[src/common/csfwd_pkg.sv]
// Package: constants and types of the CSI-2 video forwarding control block
package csfwd_pkg;

	// ****************************************************************
	// Register indices (byte address is four times the index)
	// ****************************************************************
	localparam logic [7:0] IDX_PORT_DISABLE = 8'h20;
	localparam logic [7:0] IDX_MODE_CONTROL = 8'h21;
	localparam logic [7:0] IDX_STATUS       = 8'h22;
	localparam logic [7:0] IDX_IRQ_STATUS   = 8'h30;
	localparam logic [7:0] IDX_IRQ_MASK     = 8'h31;

	// ****************************************************************
	// Reset values and field positions
	// ****************************************************************
	localparam logic [7:0] RST_PORT_DISABLE = 8'hf0;
	localparam logic [7:0] RST_MODE_CONTROL = 8'h03;
	localparam logic [1:0] RST_IRQ          = 2'h0;
	localparam int         POS_DIS_LO       = 4;
	localparam int         POS_DIS_HI       = 7;
	localparam int         POS_WHEN_READY   = 6;
	localparam int         POS_MODE_LO      = 2;
	localparam int         POS_MODE_HI      = 3;
	localparam int         POS_BEST_EFFORT  = 0;
	localparam int         POS_SYNC_ACTIVE  = 0;
	localparam int         POS_SYNC_FAIL    = 2;
	localparam logic [7:0] MODE_WR_MASK     = 8'h4d;
	localparam logic [7:0] DIS_WR_MASK      = 8'hf0;

	// Interrupt status bits: failure, synchronisation gained
	localparam int IRQ_FAIL = 0;
	localparam int IRQ_GAIN = 1;

	// ****************************************************************
	// Timing
	// ****************************************************************
	localparam int CLK_HZ          = 40_000_000;
	localparam int SYNC_TIMEOUT_US = 100;
	localparam int SYNC_TO_CYC     = SYNC_TIMEOUT_US * (CLK_HZ / 1_000_000);
	localparam logic [11:0] SYNC_TO_LAST = 12'(SYNC_TO_CYC - 1);

	// ****************************************************************
	// Types
	// ****************************************************************
	typedef enum logic [1:0] {
		SYNC_OFF    = 2'h0,
		SYNC_BASIC  = 2'h1,
		SYNC_INTERL = 2'h2,
		SYNC_CONCAT = 2'h3
	} csfwd_sync_e;

	typedef enum logic [1:0] {
		ST_IDLE = 2'h1,
		ST_SEND = 2'h2
	} csfwd_state_e;

	// One beat of a CSI-2 packet from a receive port or to the output
	typedef struct packed {
		logic [31:0] data;
		logic [1:0]  port;
		logic        sop;
		logic        eop;
		logic        long_pkt;
		logic        frame_end;
	} csfwd_beat_s;

	localparam int NPORT = 4;

endpackage

[src/logic/csfwd_engine.sv]
// CSI-2 video forwarding engine with Avalon-MM register slave
`timescale 1ns/1ps

module csfwd_engine
	import csfwd_pkg::*;
(
	// Clock and reset
	input  wire logic        clk_i,
	input  wire logic        rst_b_i,
	// Avalon-MM slave
	input  wire logic [7:0]  avs_address_i,
	input  wire logic        avs_read_i,
	input  wire logic        avs_write_i,
	input  wire logic [31:0] avs_writedata_i,
	input  wire logic [3:0]  avs_byteenable_i,
	output logic [31:0]      avs_readdata_o,
	output logic             avs_waitrequest_o,
	// Receive ports
	input  wire logic [3:0]  rx_valid_i,
	input  csfwd_beat_s      rx_beat_i [NPORT],
	output logic [3:0]       rx_ready_o,
	// CSI-2 output stream
	output logic             tx_valid_o,
	output csfwd_beat_s      tx_beat_o,
	input  wire logic        tx_ready_i,
	// Interrupt
	output logic             irq_o
);

	// ****************************************************************
	// Declarations
	// ****************************************************************
	logic [7:0]   port_dis_r;
	logic [7:0]   mode_r;
	logic [1:0]   irq_sts_r;
	logic [1:0]   irq_mask_r;
	logic         ack_r;
	logic [31:0]  rdata_r;
	logic         sync_active_r;
	logic         frame_ok_r;
	logic         sync_fail_r;
	logic [3:0]   line_mask_r;
	logic [3:0]   fe_mask_r;
	logic [3:0]   sp_mask_r;
	logic [11:0]  to_cnt_r;
	logic [1:0]   cur_r;
	logic [1:0]   last_r;
	csfwd_state_e state_r;
	logic         tx_valid_r;
	csfwd_beat_s  tx_beat_r;

	logic [3:0]   en_mask;
	logic         sync_on;
	logic         best_on;
	logic         as_eff;
	logic [3:0]   valid_en;
	logic         all_ready;
	logic         short_ready;
	logic [3:0]   elig;
	logic         load_ok;
	logic         cur_take;
	logic         cur_fwd;
	logic         pkt_done;
	logic         to_hit;
	logic [3:0]   line_nxt;
	logic [3:0]   fe_nxt;
	logic [3:0]   sp_nxt;
	logic         line_round;
	logic         frame_round;
	logic         sp_round;
	logic         fail_evt;
	logic         gain_evt;
	logic         wr_acc;
	logic         rd_acc;
	logic [7:0]   status_view;

	// ****************************************************************
	// Helper functions
	// ****************************************************************
	// Round robin: first requester after the last served port
	function automatic logic [1:0] rr_pick(input logic [3:0] req, input logic [1:0] last);
		logic [1:0] idx;
		logic [1:0] pick;
		logic       found;
		pick  = last;
		found = 1'b0;
		for (int i = 1; i <= NPORT; i++) begin
			idx = 2'(last + 2'(i));
			if (req[idx] && !found) begin
				pick  = idx;
				found = 1'b1;
			end
		end
		return pick;
	endfunction

	// Register index decode, used for read and write
	function automatic logic hit(input logic [7:0] addr, input logic [7:0] idx);
		return (addr[1:0] == 2'h0) && (addr[7:2] == idx[5:0]);
	endfunction

	// ****************************************************************
	// Mode decode
	// ****************************************************************
	// Sync mode wins if software breaks exclusivity, so lines never lose order
	assign en_mask   = ~port_dis_r[POS_DIS_HI:POS_DIS_LO];
	assign sync_on   = csfwd_sync_e'(mode_r[POS_MODE_HI:POS_MODE_LO]) != SYNC_OFF;
	assign best_on   = mode_r[POS_BEST_EFFORT] && !sync_on;
	assign as_eff    = mode_r[POS_WHEN_READY] &&
	                   csfwd_sync_e'(mode_r[POS_MODE_HI:POS_MODE_LO]) != SYNC_CONCAT;
	assign valid_en  = rx_valid_i & en_mask;
	// Ports already served in this round count as present, else the round deadlocks
	assign all_ready   = ((valid_en | line_mask_r | ~en_mask) == 4'hf) && (en_mask != 4'h0);
	assign short_ready = ((valid_en | sp_mask_r | ~en_mask) == 4'hf) && (en_mask != 4'h0);

	// Eligibility of each port's head packet
	genvar gp;
	generate
		for (gp = 0; gp < NPORT; gp++) begin : g_elig
			assign elig[gp] = valid_en[gp] && (best_on ||
				(sync_on && (rx_beat_i[gp].long_pkt ?
					(!line_mask_r[gp] && (all_ready || as_eff)) :
					(!sp_mask_r[gp] && short_ready))));
		end
	endgenerate

	// ****************************************************************
	// Stream handshake
	// ****************************************************************
	// Output register takes a beat when empty or being drained
	assign load_ok  = !tx_valid_r || tx_ready_i;
	assign cur_take = (state_r == ST_SEND) && rx_valid_i[cur_r] && rx_ready_o[cur_r];
	assign cur_fwd  = cur_take && en_mask[cur_r];
	assign pkt_done = cur_take && rx_beat_i[cur_r].eop;

	// Disabled ports are drained and dropped so their receivers never stall
	generate
		for (gp = 0; gp < NPORT; gp++) begin : g_ready
			assign rx_ready_o[gp] = !en_mask[gp] ||
				((state_r == ST_SEND) && (cur_r == 2'(gp)) && load_ok);
		end
	endgenerate

	assign tx_valid_o = tx_valid_r;
	assign tx_beat_o  = tx_beat_r;

	// Arbiter state machine, locked to one port until end of packet
	always_ff @(posedge clk_i or negedge rst_b_i) begin
		if (!rst_b_i) begin
			state_r <= ST_IDLE;
			cur_r   <= 2'h0;
			last_r  <= 2'h3;
		end else begin
			case (state_r)
				ST_IDLE: begin
					if (elig != 4'h0) begin
						cur_r   <= rr_pick(elig, last_r);
						state_r <= ST_SEND;
					end
				end
				ST_SEND: begin
					if (pkt_done) begin
						last_r  <= cur_r;
						state_r <= ST_IDLE;
					end
				end
				default: state_r <= ST_IDLE;
			endcase
		end
	end

	// Output beat register
	always_ff @(posedge clk_i or negedge rst_b_i) begin
		if (!rst_b_i) begin
			tx_valid_r <= 1'b0;
			tx_beat_r  <= '0;
		end else if (load_ok) begin
			tx_valid_r <= cur_fwd;
			if (cur_fwd) begin
				tx_beat_r      <= rx_beat_i[cur_r];
				tx_beat_r.port <= cur_r;
			end
		end
	end

	// ****************************************************************
	// Synchronisation tracking
	// ****************************************************************
	// A round is complete once every enabled port has sent its line
	assign line_nxt    = line_mask_r | ((pkt_done && cur_fwd && rx_beat_i[cur_r].long_pkt) ?
	                     (4'h1 << cur_r) : 4'h0);
	assign fe_nxt      = fe_mask_r | ((pkt_done && cur_fwd && rx_beat_i[cur_r].frame_end) ?
	                     (4'h1 << cur_r) : 4'h0);
	assign sp_nxt      = sp_mask_r | ((pkt_done && cur_fwd && !rx_beat_i[cur_r].long_pkt) ?
	                     (4'h1 << cur_r) : 4'h0);
	assign sp_round    = (en_mask != 4'h0) && ((sp_nxt & en_mask) == en_mask);
	assign line_round  = sync_on && (en_mask != 4'h0) && ((line_nxt & en_mask) == en_mask);
	assign frame_round = sync_on && (en_mask != 4'h0) && ((fe_nxt & en_mask) == en_mask);
	assign to_hit      = sync_on && (to_cnt_r == SYNC_TO_LAST);
	assign fail_evt    = to_hit && frame_ok_r;
	assign gain_evt    = line_round && !sync_active_r;

	// Per-round masks, restarted when sync mode is left
	always_ff @(posedge clk_i or negedge rst_b_i) begin
		if (!rst_b_i) begin
			line_mask_r <= 4'h0;
			fe_mask_r   <= 4'h0;
		end else if (!sync_on || to_hit) begin
			line_mask_r <= 4'h0;
			fe_mask_r   <= 4'h0;
		end else begin
			line_mask_r <= line_round ? 4'h0 : line_nxt;
			fe_mask_r   <= frame_round ? 4'h0 : fe_nxt;
		end
	end

	// Short packets of a round, one per enabled port before the next round opens
	always_ff @(posedge clk_i or negedge rst_b_i) begin
		if (!rst_b_i) begin
			sp_mask_r <= 4'h0;
		end else if (!sync_on || to_hit || sp_round) begin
			sp_mask_r <= 4'h0;
		end else begin
			sp_mask_r <= sp_nxt;
		end
	end

	// Timeout: a port has a line waiting while another enabled port stays silent
	always_ff @(posedge clk_i or negedge rst_b_i) begin
		if (!rst_b_i) begin
			to_cnt_r <= 12'h000;
		end else if (!sync_on || all_ready || short_ready || valid_en == 4'h0 || to_hit) begin
			to_cnt_r <= 12'h000;
		end else begin
			to_cnt_r <= to_cnt_r + 12'h001;
		end
	end

	// Synchronized flag and first-good-frame memory
	always_ff @(posedge clk_i or negedge rst_b_i) begin
		if (!rst_b_i) begin
			sync_active_r <= 1'b0;
			frame_ok_r    <= 1'b0;
		end else if (!sync_on || to_hit) begin
			sync_active_r <= 1'b0;
			frame_ok_r    <= 1'b0;
		end else begin
			if (line_round)
				sync_active_r <= 1'b1;
			if (frame_round && sync_active_r)
				frame_ok_r <= 1'b1;
		end
	end

	// Sticky failure flag; a new failure beats the read clear
	always_ff @(posedge clk_i or negedge rst_b_i) begin
		if (!rst_b_i) begin
			sync_fail_r <= 1'b0;
		end else if (fail_evt) begin
			sync_fail_r <= 1'b1;
		end else if (rd_acc && hit(avs_address_i, IDX_STATUS)) begin
			sync_fail_r <= 1'b0;
		end
	end

	// ****************************************************************
	// Avalon-MM slave
	// ****************************************************************
	// Every access waits exactly one cycle, giving time to register read data
	assign avs_waitrequest_o = (avs_read_i || avs_write_i) && !ack_r;
	assign wr_acc            = avs_write_i && ack_r;
	assign rd_acc            = avs_read_i && ack_r;
	assign avs_readdata_o    = rdata_r;
	assign status_view       = {5'h00, sync_fail_r, 1'b0, sync_active_r && sync_on};

	// Acknowledge pulses high for one cycle per request
	always_ff @(posedge clk_i or negedge rst_b_i) begin
		if (!rst_b_i) begin
			ack_r <= 1'b0;
		end else begin
			ack_r <= (avs_read_i || avs_write_i) && !ack_r;
		end
	end

	// Read data captured in the wait cycle; unmapped indices read zero
	always_ff @(posedge clk_i or negedge rst_b_i) begin
		if (!rst_b_i) begin
			rdata_r <= 32'h0000_0000;
		end else if (avs_read_i && !ack_r) begin
			if (hit(avs_address_i, IDX_PORT_DISABLE))
				rdata_r <= {24'h000000, port_dis_r};
			else if (hit(avs_address_i, IDX_MODE_CONTROL))
				rdata_r <= {24'h000000, mode_r};
			else if (hit(avs_address_i, IDX_STATUS))
				rdata_r <= {24'h000000, status_view};
			else if (hit(avs_address_i, IDX_IRQ_STATUS))
				rdata_r <= {30'h00000000, irq_sts_r};
			else if (hit(avs_address_i, IDX_IRQ_MASK))
				rdata_r <= {30'h00000000, irq_mask_r};
			else
				rdata_r <= 32'h0000_0000;
		end
	end

	// Control registers; writes clear reserved bits, but the mode reset value sets reserved bit 1
	always_ff @(posedge clk_i or negedge rst_b_i) begin
		if (!rst_b_i) begin
			port_dis_r <= RST_PORT_DISABLE;
			mode_r     <= RST_MODE_CONTROL;
			irq_mask_r <= RST_IRQ;
		end else if (wr_acc && avs_byteenable_i[0]) begin
			if (hit(avs_address_i, IDX_PORT_DISABLE))
				port_dis_r <= avs_writedata_i[7:0] & DIS_WR_MASK;
			if (hit(avs_address_i, IDX_MODE_CONTROL))
				mode_r <= avs_writedata_i[7:0] & MODE_WR_MASK;
			if (hit(avs_address_i, IDX_IRQ_MASK))
				irq_mask_r <= avs_writedata_i[1:0];
		end
	end

	// ****************************************************************
	// Interrupts
	// ****************************************************************
	// Write one to clear; a same-cycle event keeps its bit set
	always_ff @(posedge clk_i or negedge rst_b_i) begin
		if (!rst_b_i) begin
			irq_sts_r <= RST_IRQ;
		end else begin
			if (wr_acc && avs_byteenable_i[0] && hit(avs_address_i, IDX_IRQ_STATUS))
				irq_sts_r <= (irq_sts_r & ~avs_writedata_i[1:0]) | {gain_evt, fail_evt};
			else
				irq_sts_r <= irq_sts_r | {gain_evt, fail_evt};
		end
	end

	assign irq_o = |(irq_sts_r & irq_mask_r);

endmodule // csfwd_engine

[config.mk]
export PLATFORM = sky130hd
export DESIGN_NAME = csfwd_engine
export DESIGN_NICKNAME = d
export VERILOG_FILES = /design/src/common/csfwd_pkg.sv /design/src/logic/csfwd_engine.sv
export SDC_FILE = /design/constraint.sdc
export NUM_CORES = 1
export LEC_CHECK = 0
export ABC_AREA = 1
export BUFFER_PORTS_ARGS = -buffer_cell sky130_fd_sc_hd__buf_2
export CAP_MARGIN = 20
export CORE_MARGIN = 10
export CORE_UTILIZATION = 30
export DETAILED_ROUTE_END_ITERATION = 7
export GPL_TIMING_DRIVEN = 0
export PLACE_DENSITY_LB_ADDON = 0.05
export SYNTH_ARGS = -nofsm -noshare
export SYNTH_HDL_FRONTEND = slang
export SYNTH_SLANG_ARGS = --single-unit
[constraint.sdc]
create_clock -name clk_i -period 2.6 [get_ports clk_i]
set_input_delay 0.78 -clock clk_i [delete_from_list [all_inputs] [get_ports clk_i]]
set_output_delay 0.78 -clock clk_i [all_outputs]
set_load 0.03 [all_outputs]
# Word-level counts from Yosys, hierarchy flattened
# Cells that the tools add are included.
[classes] n_shift=1 n_mux=58 magnitude_cmp=6 n_reduce_logical=114 n_addsub=4 eq_ne=19 bitwise=19
[op_table] cell="38-bit binary-select mux with 2-bit select" count=1
[op_table] cell="38-bit two-way mux" count=2
[op_table] cell="1-bit logical AND" count=60
[op_table] cell="4-bit two-way mux" count=8
[op_table] cell="6-bit equality test (second input constant)" count=5
[op_table] cell="4-bit OR" count=7
[op_table] cell="1-bit two-way mux" count=26
[op_table] cell="1-bit zero test" count=20
[op_table] cell="2-bit two-way mux" count=9
[op_table] cell="1-bit logical OR" count=17
[op_table] cell="4-bit bitwise AND" count=4
[op_table] cell="2-bit by 3-bit < comparator with 1-bit output (second input constant)" count=5
[op_table] cell="1-bit binary-select mux with 2-bit select" count=7
[op_table] cell="2-bit AND reduction" count=7
[op_table] cell="12-bit by 1-bit adder with 12-bit output (second input constant)" count=1
[op_table] cell="12-bit equality test (second input constant)" count=1
[op_table] cell="4-bit equality test" count=3
[op_table] cell="12-bit two-way mux" count=1
[op_table] cell="4-bit equality test (second input constant)" count=2
[op_table] cell="8-bit two-way mux" count=1
[op_table] cell="4-bit inverter" count=2
[op_table] cell="2-bit nonzero test" count=4
[op_table] cell="4-bit nonzero test" count=2
[op_table] cell="7-bit two-way mux" count=1
[op_table] cell="16 further kinds" count=25
[totals] reg_bits=118 elab_cells=244 inputBits=205 output_inout_bits=77

# Depth between registers and ports, before layout
# Gate-level depths: netlist of run 1.
[depth] word_depth=30 depth_mapped=18 ltp_nobuf=18

# Worst setup path after synthesis of run 1
# Ideal clock, no wire load.
[synth_path] path_kind="input -> output" from="input tx_ready_i" to="output rx_ready_o[0]" stages=4 n_path_buf=0 slack_ps=117 arrival_time_ps=1703 path_cell_list="inv_1 -> nand2_1 -> nand2_1 -> o21ai_0"
[synth_via] elab_chain_cells=3
[synth_lines] element="from (decl)" line="csfwd_engine.sv:25" text="input wire logic tx_ready_i,"
[synth_lines] element="1-bit logical OR" line="csfwd_engine.sv:131" text="assign load_ok = !tx_valid_r || tx_ready_i;"
[synth_lines] element="1-bit logical AND" line="csfwd_engine.sv:140" text="((state_r == ST_SEND) && (cur_r == 2'(gp)) && load_ok);"
[synth_lines] element="1-bit logical OR" line="csfwd_engine.sv:139" text="assign rx_ready_o[gp] = !en_mask[gp] ||"
[synth_lines] element="to (decl)" line="csfwd_engine.sv:21" text="output logic [3:0] rx_ready_o,"
# No other way between the ends.

# Worst setup path after layout of run 1
[layout_path] from="register cur_r[0]" to="output rx_ready_o[2]"
[layout_via] elab_chain_cells=4
[layout_lines] element="from (decl)" line="csfwd_engine.sv:46" text="logic [1:0] cur_r;"
[layout_lines] element="from (signal assigned)" line="csfwd_engine.sv:157" text="cur_r <= rr_pick(elig, last_r);"
[layout_lines] element="2-bit equality test" line="csfwd_engine.sv:140"
[layout_lines] element="1-bit logical AND (2 in series)" line="csfwd_engine.sv:140"
[layout_lines] element="1-bit logical OR" line="csfwd_engine.sv:139"
# No other way between the ends.

==> impl_metrics.env, run 1 <==
export IMPL_status="finished clean"
export IMPL_fillers=1927
export IMPL_worstSetupEndpointType="output pin"
export IMPL_htreeDepth=3
export IMPL_antenna_found_initial=1
export IMPL_ys_warn_count=0
export IMPL_cp_required_ns=1.82
export IMPL_ys_async_sr_fraction_pct=100
export IMPL_io_pins=282
export IMPL_die_area_sq_um=24100
export IMPL_final_common_cell="buf_2"
export IMPL_wl_per_cell_microns=17.2
export IMPL_r2r_end="sp_mask_r[0]$_DFF_PN0_"
export IMPL_final_cell_mix="226 x buf_2, 118 x nand2_1, 102 x nor2_1"
export IMPL_netlist_instances=711
export IMPL_rows=49
export IMPL_syn_area_sq_um=5480
export IMPL_yosysSeqAreaShare_pct=43.2
export IMPL_die_w_microns=155
export IMPL_gp_congestion=0.850
export IMPL_hp_class="in2async"
export IMPL_numCtsBuffers=9
export IMPL_drc=0
export IMPL_reg2reg_slack_ns=0.24
export IMPL_syn2layout_area_growth_pct=34.6
export IMPL_cp_start_kind="flip-flop"
export IMPL_core_area_sq_um=18000
export IMPL_grt_ovfl_total=0
export IMPL_setup_viol_count_final=0
export IMPL_synth_main_ff_cell="dfrtp_1"
export IMPL_first_pass_iters=5
export IMPL_antenna_cells=0
export IMPL_hold_viol=0
export IMPL_layout_drive_gt1_share_pct=32.0
export IMPL_synth_edf_count=0
export IMPL_vias_per_cell=4.76
export IMPL_timing_rr_start="port_dis_r[7]$_DFFE_PN1P_"
export IMPL_grt_total_usage_pct=16.8
export IMPL_cts_sinks=94
export IMPL_holdWs_ns=0.370
export IMPL_grt_pass1_vias=5772
export IMPL_grt_pass1_wl_microns=32700
export IMPL_antenna_left=0
export IMPL_period_needed_ns=2.41
export IMPL_grt_setup_unrepaired="true"
export IMPL_period_share_pct=92.6
export IMPL_crit_fanout=5
export IMPL_clk_latency_ns=0.35
export IMPL_cts_tree="done"
export IMPL_cts_hold_buf=0
export IMPL_worst_slew_pin_slew_ns=0.600
export IMPL_crit_type="reg2out"
export IMPL_max_freq_mhz=416
export IMPL_cts_root_buf="clkbuf_16"
export IMPL_synth_seq_cells=94
export IMPL_critPathArrivalTime_ns=1.63
export IMPL_setup_tns_final_ns=0
export IMPL_yosysUniqueCellTypes=37
export IMPL_drtIter0Drc=318
export IMPL_die_y_microns=155
export IMPL_clk_path_buf_depth=2
export IMPL_hpwl_microns=16900
export IMPL_power_density_nw_per_um2=678
export IMPL_worst_r2r_cell_count=13
export IMPL_drv_cap=0
export IMPL_relSlewSlack_pct=60.0
export IMPL_nets=1177
export IMPL_clock_skew_ns=0.00662
export IMPL_path_clk_slew_ns=0.07
export IMPL_portBuffers=222
export IMPL_grt_max_degree=66
export IMPL_drv_slew=0
export IMPL_wirelength_microns=20800
export IMPL_syn_area_per_cell_sq_um=7.70
export IMPL_peakVddDrop_mv=0.308
export IMPL_p_leak_nw=3.83
export IMPL_vias=5730
export IMPL_start_util_pct=30.5
==> flip-flops by register name, summed over array words and instances (netlist names), 4 cells and up <==
register / count
tx_beat_o: 38
line_mask_r: 4
fe_mask_r: 4
mode_r: 5
to_cnt_r: 12
port_dis_r: 4
avs_readdata_o: 8
sp_mask_r: 4
==> cells in the mapped netlist, drive strengths merged, types with 5 or more instances <==
master,instances,area [sq um]
a21oi,25,125
a22oi,68,510
a31oi,34,213
buf,31,220
clkbuf,22,82.6
dfrtp,85,2130
dfstp,9,236
inv,79,297
nand2,121,459
nand3,53,285
nand4,5,31.3
nor2,114,478
nor3,11,55.1
o21ai,25,133
o31ai,5,37.5
==> through the flow <==
| stage | cell area (sq um) | total power [W] | cells | worst slack, ns | util, % |
|---|---|---|---|---|---|
| global placement | 6960 | 0.00358 | 1185 | -0.358 | 38.7 |
| finish | 7370 | 0.00499 | 1205 | 0.194 | 41.0 |
| detailed placement | 6990 | 0.00358 | 1186 | -0.163 | 38.9 |
| CTS | 7310 | 0.00503 | 1202 | 0.0455 | 40.7 |
| global route | 7370 | 0.00529 | 1205 | -0.0190 | 41.0 |
| floorplan | 5560 | 0.00293 | 734 | 0.117 | - |
==> how the worst max path moves through the flow <==
stage                              startpoint                  endpoint  slack (ns)  cells after the start
floorplan                          tx_ready_i             rx_ready_o[0]        0.12                      4
global placement                      rst_b_i  tx_beat_o[5]$_DFFE_PN0P_       -0.36                      1
detailed placement                 tx_ready_i  line_mask_r[1]$_DFF_PN0_       -0.16                     14
CTS                      cur_r[0]$_DFFE_PN0P_  line_mask_r[2]$_DFF_PN0_        0.05                     12
global route        port_dis_r[7]$_DFFE_PN1P_      cur_r[1]$_DFFE_PN0P_       -0.02                     16
finish                   cur_r[0]$_DFFE_PN0P_             rx_ready_o[2]        0.19                      5
==> critical path, stage by stage (launching register included) <==
cell and delay [ns]:
dfrtp_2 0.46, buf_4 0.16, nor2_4 0.12, inv_1 0.10
o21ai_0 0.20, buf_2 0.23
==> cell families after synthesis <==
| logic type | Yosys count | synth area share, % |
|---|---|---|
| simple gates | 313 | 25.1 |
| compound gates | 166 | 19.9 |
| buf+inv | 132 | 10.9 |
| flops | 94 | 43.2 |
| xor+xnor | 4 | 0.640 |
| fa+ha+maj | 1 | 0.228 |
| other cells | 1 | 0.0685 |
==> layer usage <==
metal / track usage [%] / up-vias / share of wire [%]
met4: 4.54 / 2 / 1.3
met2: 27.6 / 183 / 48
met1: 21.4 / 2636 / 44
met5: 0 / - / 0.063
li1: - / 2888 / -
met3: 4.22 / 21 / 6.7
==> final cells by class <==
cell class	instances	area [sq um]	area share, %
buffer	53	303	4.11
clock buffer	12	267	3.62
clock inverter	4	53.8	0.730
inverter	79	297	4.02
multi-input combinational	508	2630	35.7
sequential	94	2370	32.1
tap	229	287	3.89
timing repair buffer	226	1160	15.8
==> timing repair <==
action / CTS / global route
setup endpoints to repair: 0 / 18
endpoints found under the hold margin: 0 / 0
setup buffers: 0 / 3
gates resized for setup: 0 / 10
==> power breakdown <==
group	switching, W	internal, W	total [W]
sequential	0.000115	0.00168	0.00179
clock	0.000601	0.000827	0.00143
combinational	0.00120	0.000579	0.00177
Power figures use the tool's default switching activity.
==> run 2: changes to the inputs <==
CORE_UTILIZATION = 45   (was 30)
clock period = 2.3 ns   (was 2.6 ns; I/O delays follow)
==> impl_metrics.env, run 2 (synthesized netlist as in run 1, its figures left out) <==
export IMPL_final_common_cell="buf_2"
export IMPL_reg2reg_slack_ns=0.06
export IMPL_peakVddDrop_mv=0.359
export IMPL_syn2layout_area_growth_pct=35.8
export IMPL_drv_cap=0
export IMPL_wirelength_microns=19200
export IMPL_power_frac_comb_pct=36.7
export IMPL_grt_setup_unrepaired="true"
export IMPL_cp_required_ns=1.61
export IMPL_vias=5798
export IMPL_clk_path_buf_depth=2
export IMPL_crit_fanout=6
export IMPL_internal_power_w=0.00342
export IMPL_timing_rr_start="port_dis_r[7]$_DFFE_PN1P_"
export IMPL_io_pins=282
export IMPL_cts_hold_buf=0
export IMPL_period_share_pct=99.6
export IMPL_die_w_microns=130
export IMPL_clock_power_share_pct=26.4
export IMPL_start_util_pct=45.8
export IMPL_setup_tns_final_ns=0
export IMPL_final_core_util_pct=62.2
export IMPL_r2r_end="sp_mask_r[2]$_DFF_PN0_"
export IMPL_antenna_found_initial=1
export IMPL_cts_tree="done"
export IMPL_setup_viol_count_final=0
export IMPL_clk_latency_ns=0.34
export IMPL_period_needed_ns=2.29
export IMPL_final_cell_mix="223 x buf_2, 104 x nand2_1, 102 x nor2_1"
export IMPL_die_area_sq_um=17000
export IMPL_vias_per_cell=5.11
export IMPL_max_freq_mhz=437
export IMPL_grt_total_usage_pct=21.0
export IMPL_p_sw_w=0.00209
export IMPL_layout_setup_ws_ns=0.00956
export IMPL_cts_sinks=94
export IMPL_largest_register_ff_count=38
export IMPL_worstSetupEndpointType="output pin"
export IMPL_htreeDepth=3
export IMPL_hpwl_microns=15400
export IMPL_portBuffers=222
export IMPL_pre_cts_slack_ns=-0.300
export IMPL_clock_skew_ns=0.00544
export IMPL_grt_ovfl_total=0
export IMPL_core_area_sq_um=12000
export IMPL_die_y_microns=130
export IMPL_hp_class="in2async"
export IMPL_first_pass_iters=5
export IMPL_grt_pass1_vias=5591
export IMPL_worst_slew_pin_slew_ns=0.549
export IMPL_numCtsBuffers=9
export IMPL_worst_r2r_cell_count=13
export IMPL_cp_endpoint="rx_ready_o[1]"
export IMPL_nets=1188
export IMPL_drc=0
export IMPL_seqPwrFrac_pct=36.9
export IMPL_power_density_nw_per_um2=741
export IMPL_relSlewSlack_pct=63.4
export IMPL_drv_slew=0
export IMPL_grt_pass1_wl_microns=28600
export IMPL_antenna_left=0
export IMPL_status="finished clean"
export IMPL_grt_max_degree=69
export IMPL_cp_start_kind="flip-flop"
export IMPL_cts_root_buf="clkbuf_16"
export IMPL_critPathArrivalTime_ns=1.60
export IMPL_drtIter0Drc=451
export IMPL_path_clk_slew_ns=0.06
export IMPL_rows=40
export IMPL_hold_viol=0
export IMPL_gp_congestion=0.916
export IMPL_p_leak_nw=3.87
export IMPL_layout_drive_gt1_share_pct=35.0
export IMPL_wl_per_cell_microns=16.9
export IMPL_crit_type="reg2out"
export IMPL_startpoint="port_dis_r[5]$_DFFE_PN1P_"
export IMPL_swShare_pct=38.0
==> run 2: cell types whose count changed in the layout (fill, tap and decap cells not counted), moves of 2 or more <==
cell,change
clkinv_2,+2
buf_2,-3
nand3_2,+3
inv_1,-3
nand2_2,+14
nand3_1,-6
clkbuf_1,+2
nand3_4,+3
clkbuf_8,-3
clkbuf_2,+2
nand2_1,-14
buf_4,+14
==> run 2: area by class of cell <==
type / count / area, sq um
Antenna cell: 1 / 2.50
Inverter: 79 / 312
Buffer: 53 / 305
Fill cell: 1143 / 4530
Clock buffer: 13 / 240
Clock inverter: 3 / 40.0
Sequential cell: 94 / 2370
Multi-Input combinational cell: 508 / 2730
Timing Repair Buffer: 237 / 1250
Tap cell: 147 / 184
==> run 2: repair_timing <==
item | in CTS | in global routing
endpoints found under the setup margin | 19 | 37
pin swaps | 0 | 14
resized for setup | 10 | 39
setup buffers | 0 | 14
==> run 2: layer usage <==
metal	part of all wire [%]	vias to the layer above	track usage [%]	wire length [microns]
li1	-	2920	-	-
met1	41	2646	27.4	7900
met2	48	205	34.1	9250
met4	1.4	2	5.95	276
met5	0.063	-	0	12
met3	8.9	25	4.99	1710
==> run 2: power groups by stage <==
stage / logic, W / registers [W] / clock network [W]
final: 0.00202 / 0.00203 / 0.00145
after detailed placement: 0.00194 / 0.00205 / 0
after global placement: 0.00194 / 0.00204 / 0
after CTS: 0.00196 / 0.00203 / 0.00148
after global routing: 0.00219 / 0.00206 / 0.00155
after floorplan: 0.000841 / 0.00247 / 0
==> run 2: through the flow <==
step / instances / hold slack [ns] / power (W) / instance area (sq um)
5_1_grt: 1134 / 0.282 / 0.00581 / 7430
3_3_place_gp: 1103 / 0.437 / 0.00398 / 6860
3_5_place_dp: 1104 / 0.442 / 0.00400 / 6890
6_report: 1135 / 0.267 / 0.00551 / 7440
2_1_floorplan: 734 / 0.394 / 0.00331 / 5560
4_1_cts: 1120 / 0.277 / 0.00547 / 7200
==> run 2: how the worst min path moves through the flow <==
stage	startpoint	endpoint	slack [ns]	cells after the start
after floorplan	rst_b_i	ack_r$_DFF_PN0_	0.39	0
after global placement	mode_r[1]$_DFFE_PN1P_	mode_r[1]$_DFFE_PN1P_	0.44	2
after detailed placement	mode_r[1]$_DFFE_PN1P_	mode_r[1]$_DFFE_PN1P_	0.44	2
after CTS	rst_b_i	to_cnt_r[3]$_DFF_PN0_	0.28	1
after global routing	rst_b_i	irq_sts_r[0]$_DFF_PN0_	0.28	1
final	rst_b_i	irq_mask_r[1]$_DFFE_PN0P_	0.27	1
==> run 2: critical path, cell delays in order, from the launching register on <==
cell	delay [ns]
dfstp_2	0.59
clkinvlp_4	0.18
buf_4	0.17
o21ai_0	0.10
buf_4	0.21
